[src/dmatc_pkg.sv]
// Package of constants and types for the DMA terminal-count and status block
package dmatc_pkg;
  localparam int unsigned NUM_CH        = 4;
  localparam int unsigned ADDR_W        = 16;
  // Register byte offsets
  localparam logic [7:0]  OFS_BUS_REQ   = 8'h00;
  localparam logic [7:0]  OFS_IMR0      = 8'h04;
  localparam logic [7:0]  OFS_IRQ_MASK  = 8'h08;
  localparam logic [7:0]  OFS_STATUS    = 8'h0c;
  localparam logic [7:0]  OFS_MIRROR    = 8'h10;
  localparam logic [7:0]  OFS_CMD       = 8'h14;
  localparam logic [7:0]  OFS_CH_BASE   = 8'h20;
  localparam logic [7:0]  OFS_CH_CNT    = 8'h04;
  localparam int unsigned CH_STRIDE_LOG = 3;
  // Field positions
  localparam int unsigned BREQ_GATE_BIT = 0;
  localparam int unsigned BREQ_INH_LSB  = 4;
  localparam int unsigned BREQ_OWN_BIT  = 8;
  localparam int unsigned IMR_GLOB_BIT  = 0;
  localparam int unsigned MASK_TC_LSB   = 0;
  localparam int unsigned MASK_REQ_LSB  = 4;
  localparam int unsigned STS_TC_LSB    = 0;
  localparam int unsigned STS_REQ_LSB   = 4;
  localparam int unsigned CMD_COPY_BIT  = 0;
  localparam int unsigned CMD_EN_LSB    = 4;
  localparam int unsigned CMD_DIR_LSB   = 8;
  localparam int unsigned CMD_SWREQ_BIT = 12;
  // Reset values
  localparam logic [3:0]  INH_RST       = 4'h0;
  localparam logic [3:0]  MASK_RST      = 4'h0;
  localparam logic [3:0]  EN_RST        = 4'h0;
  localparam logic [3:0]  DIR_RST       = 4'h0;
  localparam logic [15:0] ADDR_RST      = 16'h0000;
  localparam logic [15:0] CNT_RST       = 16'h0000;
  // Address map
  localparam int unsigned PKT_SEL_BIT   = 15;
  localparam int unsigned PKT_NUM_LSB   = 10;
  localparam int unsigned PKT_NUM_W     = 5;
  localparam int unsigned PKT_OFF_W     = 10;
  localparam logic [9:0]  PKT_HDR_BYTES = 10'h008;
  localparam int unsigned PKT_PAYLOAD   = 1016;
  // Copy channels
  localparam int unsigned COPY_SRC_CH   = 0;
  localparam int unsigned COPY_DST_CH   = 1;

  typedef enum logic [1:0] {
    ST_IDLE = 2'b00,
    ST_DEV  = 2'b01,
    ST_CRD  = 2'b10,
    ST_CWR  = 2'b11
  } dmatc_state_type;
endpackage : dmatc_pkg

[src/dmatc_core.sv]
// DMA engine with terminal-count gating, status, mirror and address map
//
// Implementation choices: register access over AHB-Lite and the placing of the registers.
`timescale 1ns/10ps
module dmatc_core
  import dmatc_pkg::*;
#(
  parameter int unsigned BUF_W     = 8,
  parameter int unsigned BUF_DEPTH = 2
) (
  // Clock and reset
  input  wire logic                 clock_i,
  input  wire logic                 sys_rst_i,
  // AHB-Lite slave
  input  wire logic                 hsel_i,
  input  wire logic [31:0]          haddr_i,
  input  wire logic [1:0]           htrans_i,
  input  wire logic                 hwrite_i,
  input  wire logic [2:0]           hsize_i,
  input  wire logic [31:0]          hwdata_i,
  input  wire logic                 hready_i,
  output logic      [31:0]          hrdata_o,
  output logic                      hreadyout_o,
  output logic                      hresp_o,
  // Peripheral request side
  input  wire logic [dmatc_pkg::NUM_CH-1:0] dreq_i,
  output logic      [dmatc_pkg::NUM_CH-1:0] dack_o,
  output logic      [dmatc_pkg::NUM_CH-1:0] terminal_count_o,
  // Memory side
  output logic                      mem_rd_o,
  output logic                      mem_wr_o,
  output logic                      mem_ext_sel_o,
  output logic                      mem_pkt_sel_o,
  output logic      [dmatc_pkg::PKT_NUM_W-1:0] mem_pkt_num_o,
  output logic      [dmatc_pkg::PKT_OFF_W-1:0] mem_pkt_off_o,
  output logic                      mem_hdr_o,
  output logic      [dmatc_pkg::ADDR_W-1:0]    mem_addr_o,
  output logic      [BUF_W-1:0]     mem_wdata_o,
  input  wire logic [BUF_W-1:0]     mem_rdata_i,
  input  wire logic                 mem_ready_i,
  // Status
  output logic                      dma_irq_o,
  output logic                      controller_owns_bus_flag_o
);
  import dmatc_pkg::*;

  dmatc_state_type           state_q;
  logic [1:0]                ch_q, pick, fill_q;
  logic [ADDR_W-1:0]         cur_addr, addr_q [NUM_CH], cnt_q [NUM_CH];
  logic                      hold_ack_gate_q, dma_irq_global_enable_q, copy_mode_bit_q;
  logic [NUM_CH-1:0]         channel_count_end_inhibit_q, tc_irq_en_q, req_irq_en_q;
  logic [NUM_CH-1:0]         tc_sts_q, req_sts_q, ch_en_q, dir_q;
  logic [NUM_CH-1:0]         s1_q, s2_q, s3_q, dreq_q, rearm_q, done, tc_raw, elig;
  logic                      swreq_q, wr_pend_q, wp_q, rp_q;
  logic [7:0]                wr_ofs_q, ap_ofs, sts_byte;
  logic [31:0]               hrdata_q, rd_mux;
  logic [BUF_W-1:0]          buf_q [BUF_DEPTH];
  logic                      buf_in_ready, buf_out_valid, push, pop;
  logic                      ap_valid, rd_status, step, last;

  // Bus answers without wait states, always OKAY
  assign hreadyout_o = 1'b1;
  assign hresp_o     = 1'b0;
  assign hrdata_o    = hrdata_q;
  assign ap_valid    = hsel_i & htrans_i[1] & hready_i;
  assign ap_ofs      = haddr_i[7:0];
  assign rd_status   = ap_valid & ~hwrite_i & (ap_ofs == OFS_STATUS);
  assign sts_byte    = {req_sts_q, tc_sts_q};

  always_comb begin
    rd_mux = 32'h0000_0000;
    unique case (ap_ofs)
      OFS_BUS_REQ: begin
        rd_mux[BREQ_GATE_BIT]               = hold_ack_gate_q;
        rd_mux[BREQ_INH_LSB +: NUM_CH]      = channel_count_end_inhibit_q;
        rd_mux[BREQ_OWN_BIT]                = controller_owns_bus_flag_o;
      end
      OFS_IMR0:     rd_mux[IMR_GLOB_BIT]    = dma_irq_global_enable_q;
      OFS_IRQ_MASK: rd_mux[7:0]             = {req_irq_en_q, tc_irq_en_q};
      OFS_STATUS:   rd_mux[7:0]             = sts_byte;
      OFS_MIRROR:   rd_mux[7:0]             = sts_byte;
      OFS_CMD: begin
        rd_mux[CMD_COPY_BIT]                = copy_mode_bit_q;
        rd_mux[CMD_EN_LSB +: NUM_CH]        = ch_en_q;
        rd_mux[CMD_DIR_LSB +: NUM_CH]       = dir_q;
        rd_mux[CMD_SWREQ_BIT]               = swreq_q;
      end
      default: if (ap_ofs[7:5] == OFS_CH_BASE[7:5])
        rd_mux[15:0] = ap_ofs[2] ? cnt_q[ap_ofs[4:3]] : addr_q[ap_ofs[4:3]];
    endcase
  end

  // Address phase capture and read data
  always_ff @(posedge clock_i or posedge sys_rst_i) begin
    if (sys_rst_i) begin
      wr_pend_q <= 1'b0;
      wr_ofs_q  <= 8'h00;
      hrdata_q  <= 32'h0000_0000;
    end else begin
      wr_pend_q <= ap_valid & hwrite_i;
      if (ap_valid) wr_ofs_q <= ap_ofs;
      if (ap_valid & ~hwrite_i) hrdata_q <= rd_mux;
    end
  end

  // Control registers written by software
  always_ff @(posedge clock_i or posedge sys_rst_i) begin
    if (sys_rst_i) begin
      hold_ack_gate_q             <= 1'b0;
      channel_count_end_inhibit_q <= INH_RST;
      dma_irq_global_enable_q     <= 1'b0;
      tc_irq_en_q                 <= MASK_RST;
      req_irq_en_q                <= MASK_RST;
      copy_mode_bit_q             <= 1'b0;
      dir_q                       <= DIR_RST;
    end else if (wr_pend_q) begin
      unique case (wr_ofs_q)
        OFS_BUS_REQ: begin
          hold_ack_gate_q             <= hwdata_i[BREQ_GATE_BIT];
          channel_count_end_inhibit_q <= hwdata_i[BREQ_INH_LSB +: NUM_CH];
        end
        OFS_IMR0: dma_irq_global_enable_q <= hwdata_i[IMR_GLOB_BIT];
        OFS_IRQ_MASK: begin
          tc_irq_en_q  <= hwdata_i[MASK_TC_LSB +: NUM_CH];
          req_irq_en_q <= hwdata_i[MASK_REQ_LSB +: NUM_CH];
        end
        OFS_CMD: begin
          copy_mode_bit_q <= hwdata_i[CMD_COPY_BIT];
          dir_q           <= hwdata_i[CMD_DIR_LSB +: NUM_CH];
        end
        default: ;
      endcase
    end
  end

  // Enables and software request; hardware clears them at session end
  always_ff @(posedge clock_i or posedge sys_rst_i) begin
    if (sys_rst_i) begin
      ch_en_q <= EN_RST;
      swreq_q <= 1'b0;
    end else begin
      if (wr_pend_q && wr_ofs_q == OFS_CMD) begin
        ch_en_q <= hwdata_i[CMD_EN_LSB +: NUM_CH] & ~done;
        swreq_q <= hwdata_i[CMD_SWREQ_BIT] & ~done[COPY_DST_CH];
      end else begin
        ch_en_q <= ch_en_q & ~done;
        if (done[COPY_DST_CH]) swreq_q <= 1'b0;
      end
    end
  end

  // Request pins: three stages, a change counts when the last two agree
  always_ff @(posedge clock_i or posedge sys_rst_i) begin
    if (sys_rst_i) begin
      s1_q   <= '0;
      s2_q   <= '0;
      s3_q   <= '0;
      dreq_q <= '0;
    end else begin
      s1_q   <= dreq_i;
      s2_q   <= s1_q;
      s3_q   <= s2_q;
      dreq_q <= (s2_q & s3_q) | (dreq_q & (s2_q | s3_q));
    end
  end

  // Status bits: set wins over clear on read; mirror shares these flops
  always_ff @(posedge clock_i or posedge sys_rst_i) begin
    if (sys_rst_i) begin
      tc_sts_q  <= '0;
      req_sts_q <= '0;
    end else begin
      tc_sts_q  <= (rd_status ? '0 : tc_sts_q) | done;
      req_sts_q <= (rd_status ? '0 : req_sts_q) | (dreq_q & ~rearm_q);
    end
  end

  always_ff @(posedge clock_i or posedge sys_rst_i) begin
    if (sys_rst_i) dma_irq_o <= 1'b0;
    else dma_irq_o <= dma_irq_global_enable_q &
                      |((tc_sts_q & tc_irq_en_q) | (req_sts_q & req_irq_en_q));
  end

  // Channel selection: lowest eligible channel first
  always_comb begin
    elig = dreq_q & ch_en_q & ~rearm_q;
    if (copy_mode_bit_q) elig[1:0] = 2'b00;
    pick = 2'd0;
    for (int i = NUM_CH - 1; i >= 0; i--) begin
      if (elig[i]) pick = i[1:0];
    end
  end

  // Two-entry holding buffer for copies
  assign buf_in_ready  = (fill_q != 2'd2);
  assign buf_out_valid = (fill_q != 2'd0);
  assign push          = (state_q == ST_CRD) & mem_ready_i & buf_in_ready;
  assign pop           = (state_q == ST_CWR) & mem_ready_i & buf_out_valid;

  always_ff @(posedge clock_i or posedge sys_rst_i) begin
    if (sys_rst_i) begin
      wp_q   <= 1'b0;
      rp_q   <= 1'b0;
      fill_q <= 2'd0;
      for (int i = 0; i < BUF_DEPTH; i++) buf_q[i] <= '0;
    end else begin
      if (push) begin
        buf_q[wp_q] <= mem_rdata_i;
        wp_q        <= ~wp_q;
      end
      if (pop) rp_q <= ~rp_q;
      fill_q <= fill_q + {1'b0, push} - {1'b0, pop};
    end
  end

  // Memory cycle and address map
  always_comb begin
    mem_rd_o = 1'b0;
    mem_wr_o = 1'b0;
    dack_o   = '0;
    cur_addr = addr_q[ch_q];
    unique case (state_q)
      ST_IDLE: ;
      ST_DEV: begin
        dack_o[ch_q] = 1'b1;
        mem_wr_o     = dir_q[ch_q];
        mem_rd_o     = ~dir_q[ch_q];
      end
      ST_CRD: begin
        cur_addr = addr_q[COPY_SRC_CH];
        mem_rd_o = buf_in_ready;
      end
      ST_CWR: begin
        cur_addr = addr_q[COPY_DST_CH];
        mem_wr_o = buf_out_valid;
      end
    endcase
  end

  assign mem_addr_o    = cur_addr;
  assign mem_wdata_o   = buf_q[rp_q];
  assign mem_ext_sel_o = ~cur_addr[PKT_SEL_BIT];
  assign mem_pkt_sel_o = cur_addr[PKT_SEL_BIT];
  assign mem_pkt_num_o = cur_addr[PKT_NUM_LSB +: PKT_NUM_W];
  assign mem_pkt_off_o = cur_addr[PKT_OFF_W-1:0];
  assign mem_hdr_o     = cur_addr[PKT_SEL_BIT] &
                         (cur_addr[PKT_OFF_W-1:0] < PKT_HDR_BYTES);

  // Last transfer of a session and its completion
  assign step = ((state_q == ST_DEV) & mem_ready_i) | pop;
  assign last = (cnt_q[ch_q] == CNT_RST);
  always_comb begin
    tc_raw = '0;
    if (state_q == ST_DEV || state_q == ST_CWR) tc_raw[ch_q] = last;
    done = '0;
    if (step) done[ch_q] = last;
  end
  assign terminal_count_o = tc_raw & ~channel_count_end_inhibit_q;

  // Engine sequencing
  always_ff @(posedge clock_i or posedge sys_rst_i) begin
    if (sys_rst_i) begin
      state_q <= ST_IDLE;
      ch_q    <= 2'd0;
    end else begin
      unique case (state_q)
        ST_IDLE: begin
          if (hold_ack_gate_q) begin
            if (copy_mode_bit_q && swreq_q) begin
              state_q <= ST_CRD;
              ch_q    <= COPY_DST_CH[1:0];
            end else if (|elig) begin
              state_q <= ST_DEV;
              ch_q    <= pick;
            end
          end
        end
        ST_DEV: if (mem_ready_i) state_q <= ST_IDLE;
        ST_CRD: if (push) state_q <= ST_CWR;
        ST_CWR: if (pop) state_q <= last ? ST_IDLE : ST_CRD;
      endcase
    end
  end

  // Re-arm waits for the request to fall after each serviced byte
  always_ff @(posedge clock_i or posedge sys_rst_i) begin
    if (sys_rst_i) rearm_q <= '0;
    else begin
      rearm_q <= rearm_q & dreq_q;
      if (state_q == ST_DEV && mem_ready_i) rearm_q[ch_q] <= 1'b1;
    end
  end

  // Bus owned while gated or inside a transfer
  always_ff @(posedge clock_i or posedge sys_rst_i) begin
    if (sys_rst_i) controller_owns_bus_flag_o <= 1'b0;
    else controller_owns_bus_flag_o <= hold_ack_gate_q | (state_q != ST_IDLE) & ~
                                       ((state_q == ST_DEV & mem_ready_i) |
                                        (pop & last));
  end

  // Address and count registers
  always_ff @(posedge clock_i or posedge sys_rst_i) begin
    if (sys_rst_i) begin
      for (int i = 0; i < NUM_CH; i++) begin
        addr_q[i] <= ADDR_RST;
        cnt_q[i]  <= CNT_RST;
      end
    end else begin
      if (step) begin
        cnt_q[ch_q] <= cnt_q[ch_q] - 16'h0001;
        if (state_q == ST_DEV) addr_q[ch_q] <= addr_q[ch_q] + 16'h0001;
        else addr_q[COPY_DST_CH] <= addr_q[COPY_DST_CH] + 16'h0001;
      end
      if (push) addr_q[COPY_SRC_CH] <= addr_q[COPY_SRC_CH] + 16'h0001;
      if (wr_pend_q && wr_ofs_q[7:5] == OFS_CH_BASE[7:5]) begin
        if (wr_ofs_q[2]) cnt_q[wr_ofs_q[4:3]] <= hwdata_i[15:0];
        else addr_q[wr_ofs_q[4:3]] <= hwdata_i[15:0];
      end
    end
  end
endmodule : dmatc_core

[config.mk]
export PLATFORM = sky130hd
export DESIGN_NAME = dmatc_core
export DESIGN_NICKNAME = d
export VERILOG_FILES = /design/src/dmatc_pkg.sv /design/src/dmatc_core.sv
export SDC_FILE = /design/constraint.sdc
export NUM_CORES = 1
export LEC_CHECK = 0
export BUFFER_PORTS_ARGS = -buffer_cell sky130_fd_sc_hd__buf_2
export CORE_MARGIN = 2
export CORE_UTILIZATION = 35
export CTS_CLUSTER_DIAMETER = 60
export CTS_CLUSTER_SIZE = 10
export DETAILED_ROUTE_END_ITERATION = 8
export PLACE_DENSITY = 0.58
export SYNTH_ARGS = -nofsm -noshare
export SYNTH_HDL_FRONTEND = slang
export SYNTH_SLANG_ARGS = --single-unit
export TNS_END_PERCENT = 50
[constraint.sdc]
create_clock -name clock_i -period 8.7 [get_ports clock_i]
set_clock_uncertainty 0.15 [all_clocks]
set_input_delay 0.435 -clock clock_i [delete_from_list [all_inputs] [get_ports clock_i]]
set_output_delay 0.435 -clock clock_i [all_outputs]
set_load 0.01 [all_outputs]
## Yosys cells after proc, flatten, opt, wreduce, memory -nomap -nowiden

Cells that the tools add are included.

- Register bits: 231
- Input port bits: 87

- Add/subtract/negate cells: 6
- $lt $le $gt $ge: 11
- Equal/unequal tests: 19
- Multiplexer cells: 75
- Bitwise operators: 51
- Reductions and logical operators: 30

Operator list:

| operator | count |
|---|---|
| $mux W64 | 6 |
| $bwmux W64 | 4 |
| $mux W16 | 15 |
| $bmux W16 S2 | 4 |
| $demux W16 S2 | 2 |
| $add A16 B1 Y16 const B | 3 |
| $and A4 B4 Y4 | 12 |
| $mux W32 | 1 |
| $mux W8 | 4 |
| $pmux W16 S2 | 1 |
| $mux W2 | 14 |
| $mux W4 | 7 |
| $eq A8 B4 Y1 const B | 3 |
| $eq A8 B5 Y1 const B | 3 |
| $or A4 B4 Y4 | 6 |
| $pmux W4 S5 | 1 |
| $bwmux W16 | 1 |
| $eq A8 B3 Y1 const B | 2 |
| $logic_not A16 Y1 | 1 |
| $logic_not A8 Y1 | 2 |
| $sub A16 B1 Y16 const B | 1 |
| $and A1 B1 Y1 | 15 |
| $not A4 Y4 | 3 |
| $reduce_or A4 Y1 | 3 |
| other kinds (40) | 78 |

## Longest topological paths before layout

- Depth in word-level cells: 12
- Gate-level depth with buffers: 11
- Mapped depth without buffers: 9

## Worst setup path after synthesis

Ideal clock, no wire load.

- Path kind: register to output
- Start point: register ch_q[0]
- End point: output port terminal_count_o[0] in the netlist's numbering
- Data arrival time: 2.752 ns
- Path slack: 5.363 ns
- Cell stages (with the launch flop): 10
- Path buffers: 3
- Cell sequence: dfrtp_1 > buf_6 > buf_6 > buf_6 > mux4_2 > nor4_2 > nand3b_1 > nor3_4 > o21ai_1 > nor4_1

- Longest elaborated chain between the ends: 8
- Elaborated cells on any way between the ends: 13
- Classes of those cells: order compare: 2; mux: 6; bitwise: 3; reduce/logical: 2

RTL lines:

| item | line | RTL |
|---|---|---|
| from (decl) | dmatc_core.sv:48 | `logic [1:0] ch_q, pick, fill_q;` |
| from (signal assigned) | dmatc_core.sv:271 | `ch_q <= COPY_DST_CH[1:0];` |
| from (signal assigned) | dmatc_core.sv:274 | `ch_q <= pick;` |
| $not A2 Y3 (implied by the code) | dmatc_core.sv:251 | `assign last = (cnt_q[ch_q] == CNT_RST);` |
| $bmux W16 S2 | dmatc_core.sv:251 |  |
| $mux W16 (implied by the code) (2 in series) | dmatc_core.sv:251 |  |
| $logic_not A16 Y1 | dmatc_core.sv:251 |  |
| $and A4 B4 Y4 (no source line) (*) | n/a |  |
| $mux W4 (*) | dmatc_core.sv:254 | `if (state_q == ST_DEV \|\| state_q == ST_CWR) tc_raw[ch_q] = last;` |
| $and A4 B4 Y4 (*) | dmatc_core.sv:258 | `assign terminal_count_o = tc_raw & ~channel_count_end_inhibit_q;` |
| to (decl) | dmatc_core.sv:28 | `output logic [dmatc_pkg::NUM_CH-1:0] terminal_count_o,` |

Every way passes the cells marked *; elsewhere a longest branch is shown, timed or not. The select of a mux whose other input is x is not followed.

## Final worst setup path

Same ends and word-level chain as after synthesis.

==> results.toml <==
[critical_path]
reg2reg_setup_slack_ns = 4.73
start_kind = "register"
critPathMaxFanout = 20
crit_type = "register to output pin"
timing.rr.start = "ch_q[0]$_DFFE_PP0P_"
max_stage_delay_ns = 0.86
critPathArrivalTime_ns = 4.48
required_ns = 8.12
crit_path_end_kind = "output pin"
cpMaxStageDelayCell = "dfrtp_2"
rr_worst_depth = 8
crit-reg2reg-capture = "addr_q[54]$_DFF_PP0_"
cp_cell_sequence = "mux4_2, inv_1, ha_1, nor4b_2, nand2_1, nor3_4, o21ai_1, nor4_1, buf_2"

[die]
die_w_um = 205
start_util_pct = 35.5
core_area_um2 = 39800
io_pins = 175
fp.dieH_um = 205
dieArea_um2 = 42000
rows = 73

[synth]
syn_inst = 1491
yosysMostFrequentCell = "dfrtp_1"
yosysSeqAreaShare_pct = 40.9
synthDistinctLibCells = 79
synth_area_leaders = "dfrtp_1, mux4_2, nand2_1"
synth_top_area_cell = "dfrtp_1"
syn_area_um2 = 14100
synth_top_area_share_pct = 40.9
ys_warn_count = 0
synth_common_cells = "dfrtp_1, nand2_1, o21ai_0"
ys_ff_latch = 231
synth_area_per_cell_um2 = 9.49
synth_ff_type = "dfrtp_1"
synth_edf_count = 0
async_flop_share_pct = 100

[power_and_ir_drop]
p_per_area_nw_per_um2 = 351
leakagePower_uw = 0.00664
power_uw = 5640
peakVddDrop_uv = 149

[global_route]
grt_pass1_vias = 11900
antenna_found_initial = 1
grt_start_max_net_pins = 117
grt_pass1_wl_um = 71700
grt_util_all_layers_pct = 22.4
gr-total-overflow = 0

[worst_hold_path]
hold_path.class = "input pin to register"
min_to = "cnt_q[46]$_DFF_PP0_"
worst_hold_path.num_cells = 3
min_from = "hwdata_i[14]"

[sta]
timing.final.crit_share_pct = 58.2
setup_viol = 0
tns_ns = 0
worst_slew_pin_slew_ns = 1.03
max_freq_mhz = 197
hold_viol = 0
slew_headroom_pct = 30.8
min_period_ns = 5.06
maxSlewViolCount = 0
rsz0062_at_grt = "false"

[detailed_routing]
routed_wl_um = 47400
drc_errors = 0
drtPass1Iterations = 8
num_vias = 12300
ant_nets = 0
m1WireLength_um = 19600
wl_met3_um = 3670
wl_per_cell_um = 22.6
drt_iter0_markers = 1127
wl_met2_um = 22200
avgViaCountPerCell = 5.88
dr.max_layer_used = "met4"

[clock_network]
htreeDepth = 1
holdBufCountCts = 19
cts_tree = "built"
clkTransAtPathRegs_ns = 0.06
cts_root_buf = "clkbuf_16"
cts_sinks = 231
cts_setup_buffers = 0
clock_latency_ns = 0.57
ctsResizeCount = 0
cts_buffers = 30
clockBufferDepth = 3

[placed_design]
placed_cells = 2033
dpl_cell_area_um2 = 15000
dp.final_hpwl_um = 33000
portBuffers = 112
gp_congestion = 0.927

[cells_and_area]
nets = 1657
drive_above_1_share_pct = 21.5
n_fill_cell = 3947
multiInputGateArea_um2 = 7670
area_delta_synth_final_pct = 13.6
final_area_um2 = 16100
ff_latch_area_um2 = 5780
fin_cells = 2097

[flow_run]
cap_violations = 0

[outcome]
outcome = "finished, final reports clean"
[worst max-delay path: cells and delay by family, from the launching register on]
| family | cells | cell delay [ns] |
|---|---|---|
| muxes | 1 | 0.69 |
| buffers and inverters | 2 | 0.29 |
| and+or+nand+nor | 4 | 1.58 |
| DFF | 1 | 0.86 |
| adders and majority gates | 1 | 0.20 |
| AOI/OAI and AO/OA | 1 | 0.28 |
[cell type report]
type,instances,area share (%)
Multi-Input combinational cell,1111,47.7
Sequential cell,231,36.0
Timing Repair Buffer,160,6.03
Clock buffer,34,4.77
Tap cell,525,4.09
Clock inverter,10,0.748
Inverter,25,0.631
Antenna cell,1,0.0156
[routing by layer]
| layer | GRT usage, % | up-vias |
|---|---|---|
| li1 | - | 5527 |
| met1 | 29.8 | 6170 |
| met3 | 3.96 | 90 |
| met5 | 0 | - |
| met4 | 9.84 | 0 |
| met2 | 35.9 | 546 |
[sequential cells by signal, indices dropped and copies added, names as in the netlist, 8 cells and up]
name and count:
buf_q 16, addr_q 64, cnt_q 64, hrdata_o 16, wr_ofs_q 8
[worst max path at each step]
| stage | start | slack [ns] | depth (start not counted) | to |
|---|---|---|---|---|
| 5_1_grt | ch_q[0]$_DFFE_PP0P_ | 3.41 | 9 | terminal_count_o[0] |
| 6_report | ch_q[0]$_DFFE_PP0P_ | 3.64 | 9 | terminal_count_o[0] |
| 4_1_cts | ch_q[0]$_DFFE_PP0P_ | 3.60 | 9 | terminal_count_o[0] |
| 3_5_place_dp | ch_q[0]$_DFFE_PP0P_ | 4.23 | 9 | terminal_count_o[0] |
| 2_1_floorplan | sys_rst_i | 1.78 | 1 | addr_q[0]$_DFF_PP0_ |
| 3_3_place_gp | ch_q[0]$_DFFE_PP0P_ | 4.25 | 9 | terminal_count_o[0] |
[through the flow]
| stage | hold WS [ns] | setup slack (ns) | utilization (%) |
|---|---|---|---|
| 5_1_grt | 0.0697 | 3.41 | 40.3 |
| 3_3_place_gp | 0.183 | 4.25 | 37.6 |
| 6_report | 0.0770 | 3.64 | 40.3 |
| 3_5_place_dp | 0.186 | 4.23 | 37.6 |
| 4_1_cts | 0.0462 | 3.60 | 40.3 |
| 2_1_floorplan | 0.181 | 1.78 | - |
[power breakdown]
group	total [µW]	switching [µW]	internal (µW)
clock	1160	477	680
sequential	1850	410	1440
combinational	2640	1510	1120
total	5640	2400	3240
[cell usage in the layout (no fill, tap or decap), drive strengths merged, types with 34 or more instances in the layout]
cell type | netlist | routed
dfrtp | 231 | 231
nand2 | 224 | 224
clkbuf | 77 | 34
a22oi | 38 | 38
nor2 | 135 | 135
nor3 | 47 | 47
buf | 63 | 141
mux4 | 65 | 65
a21oi | 48 | 48
mux2 | 66 | 66
o21ai | 159 | 159
[cells by family after synthesis]
logic type | count (synthesis) | share of synthesized area [%]
buffers and inverters | 165 | 5.48
adder cells (fa/ha/maj) | 15 | 1.26
AO/OA/AOI/OAI | 367 | 16.3
AND/OR/NAND/NOR | 529 | 17.0
flip-flops | 231 | 40.9
multiplexers | 155 | 17.3
other | 2 | 0.0531
XOR/XNOR | 27 | 1.72
No activity file was read; power rests on OpenSTA's default activity.
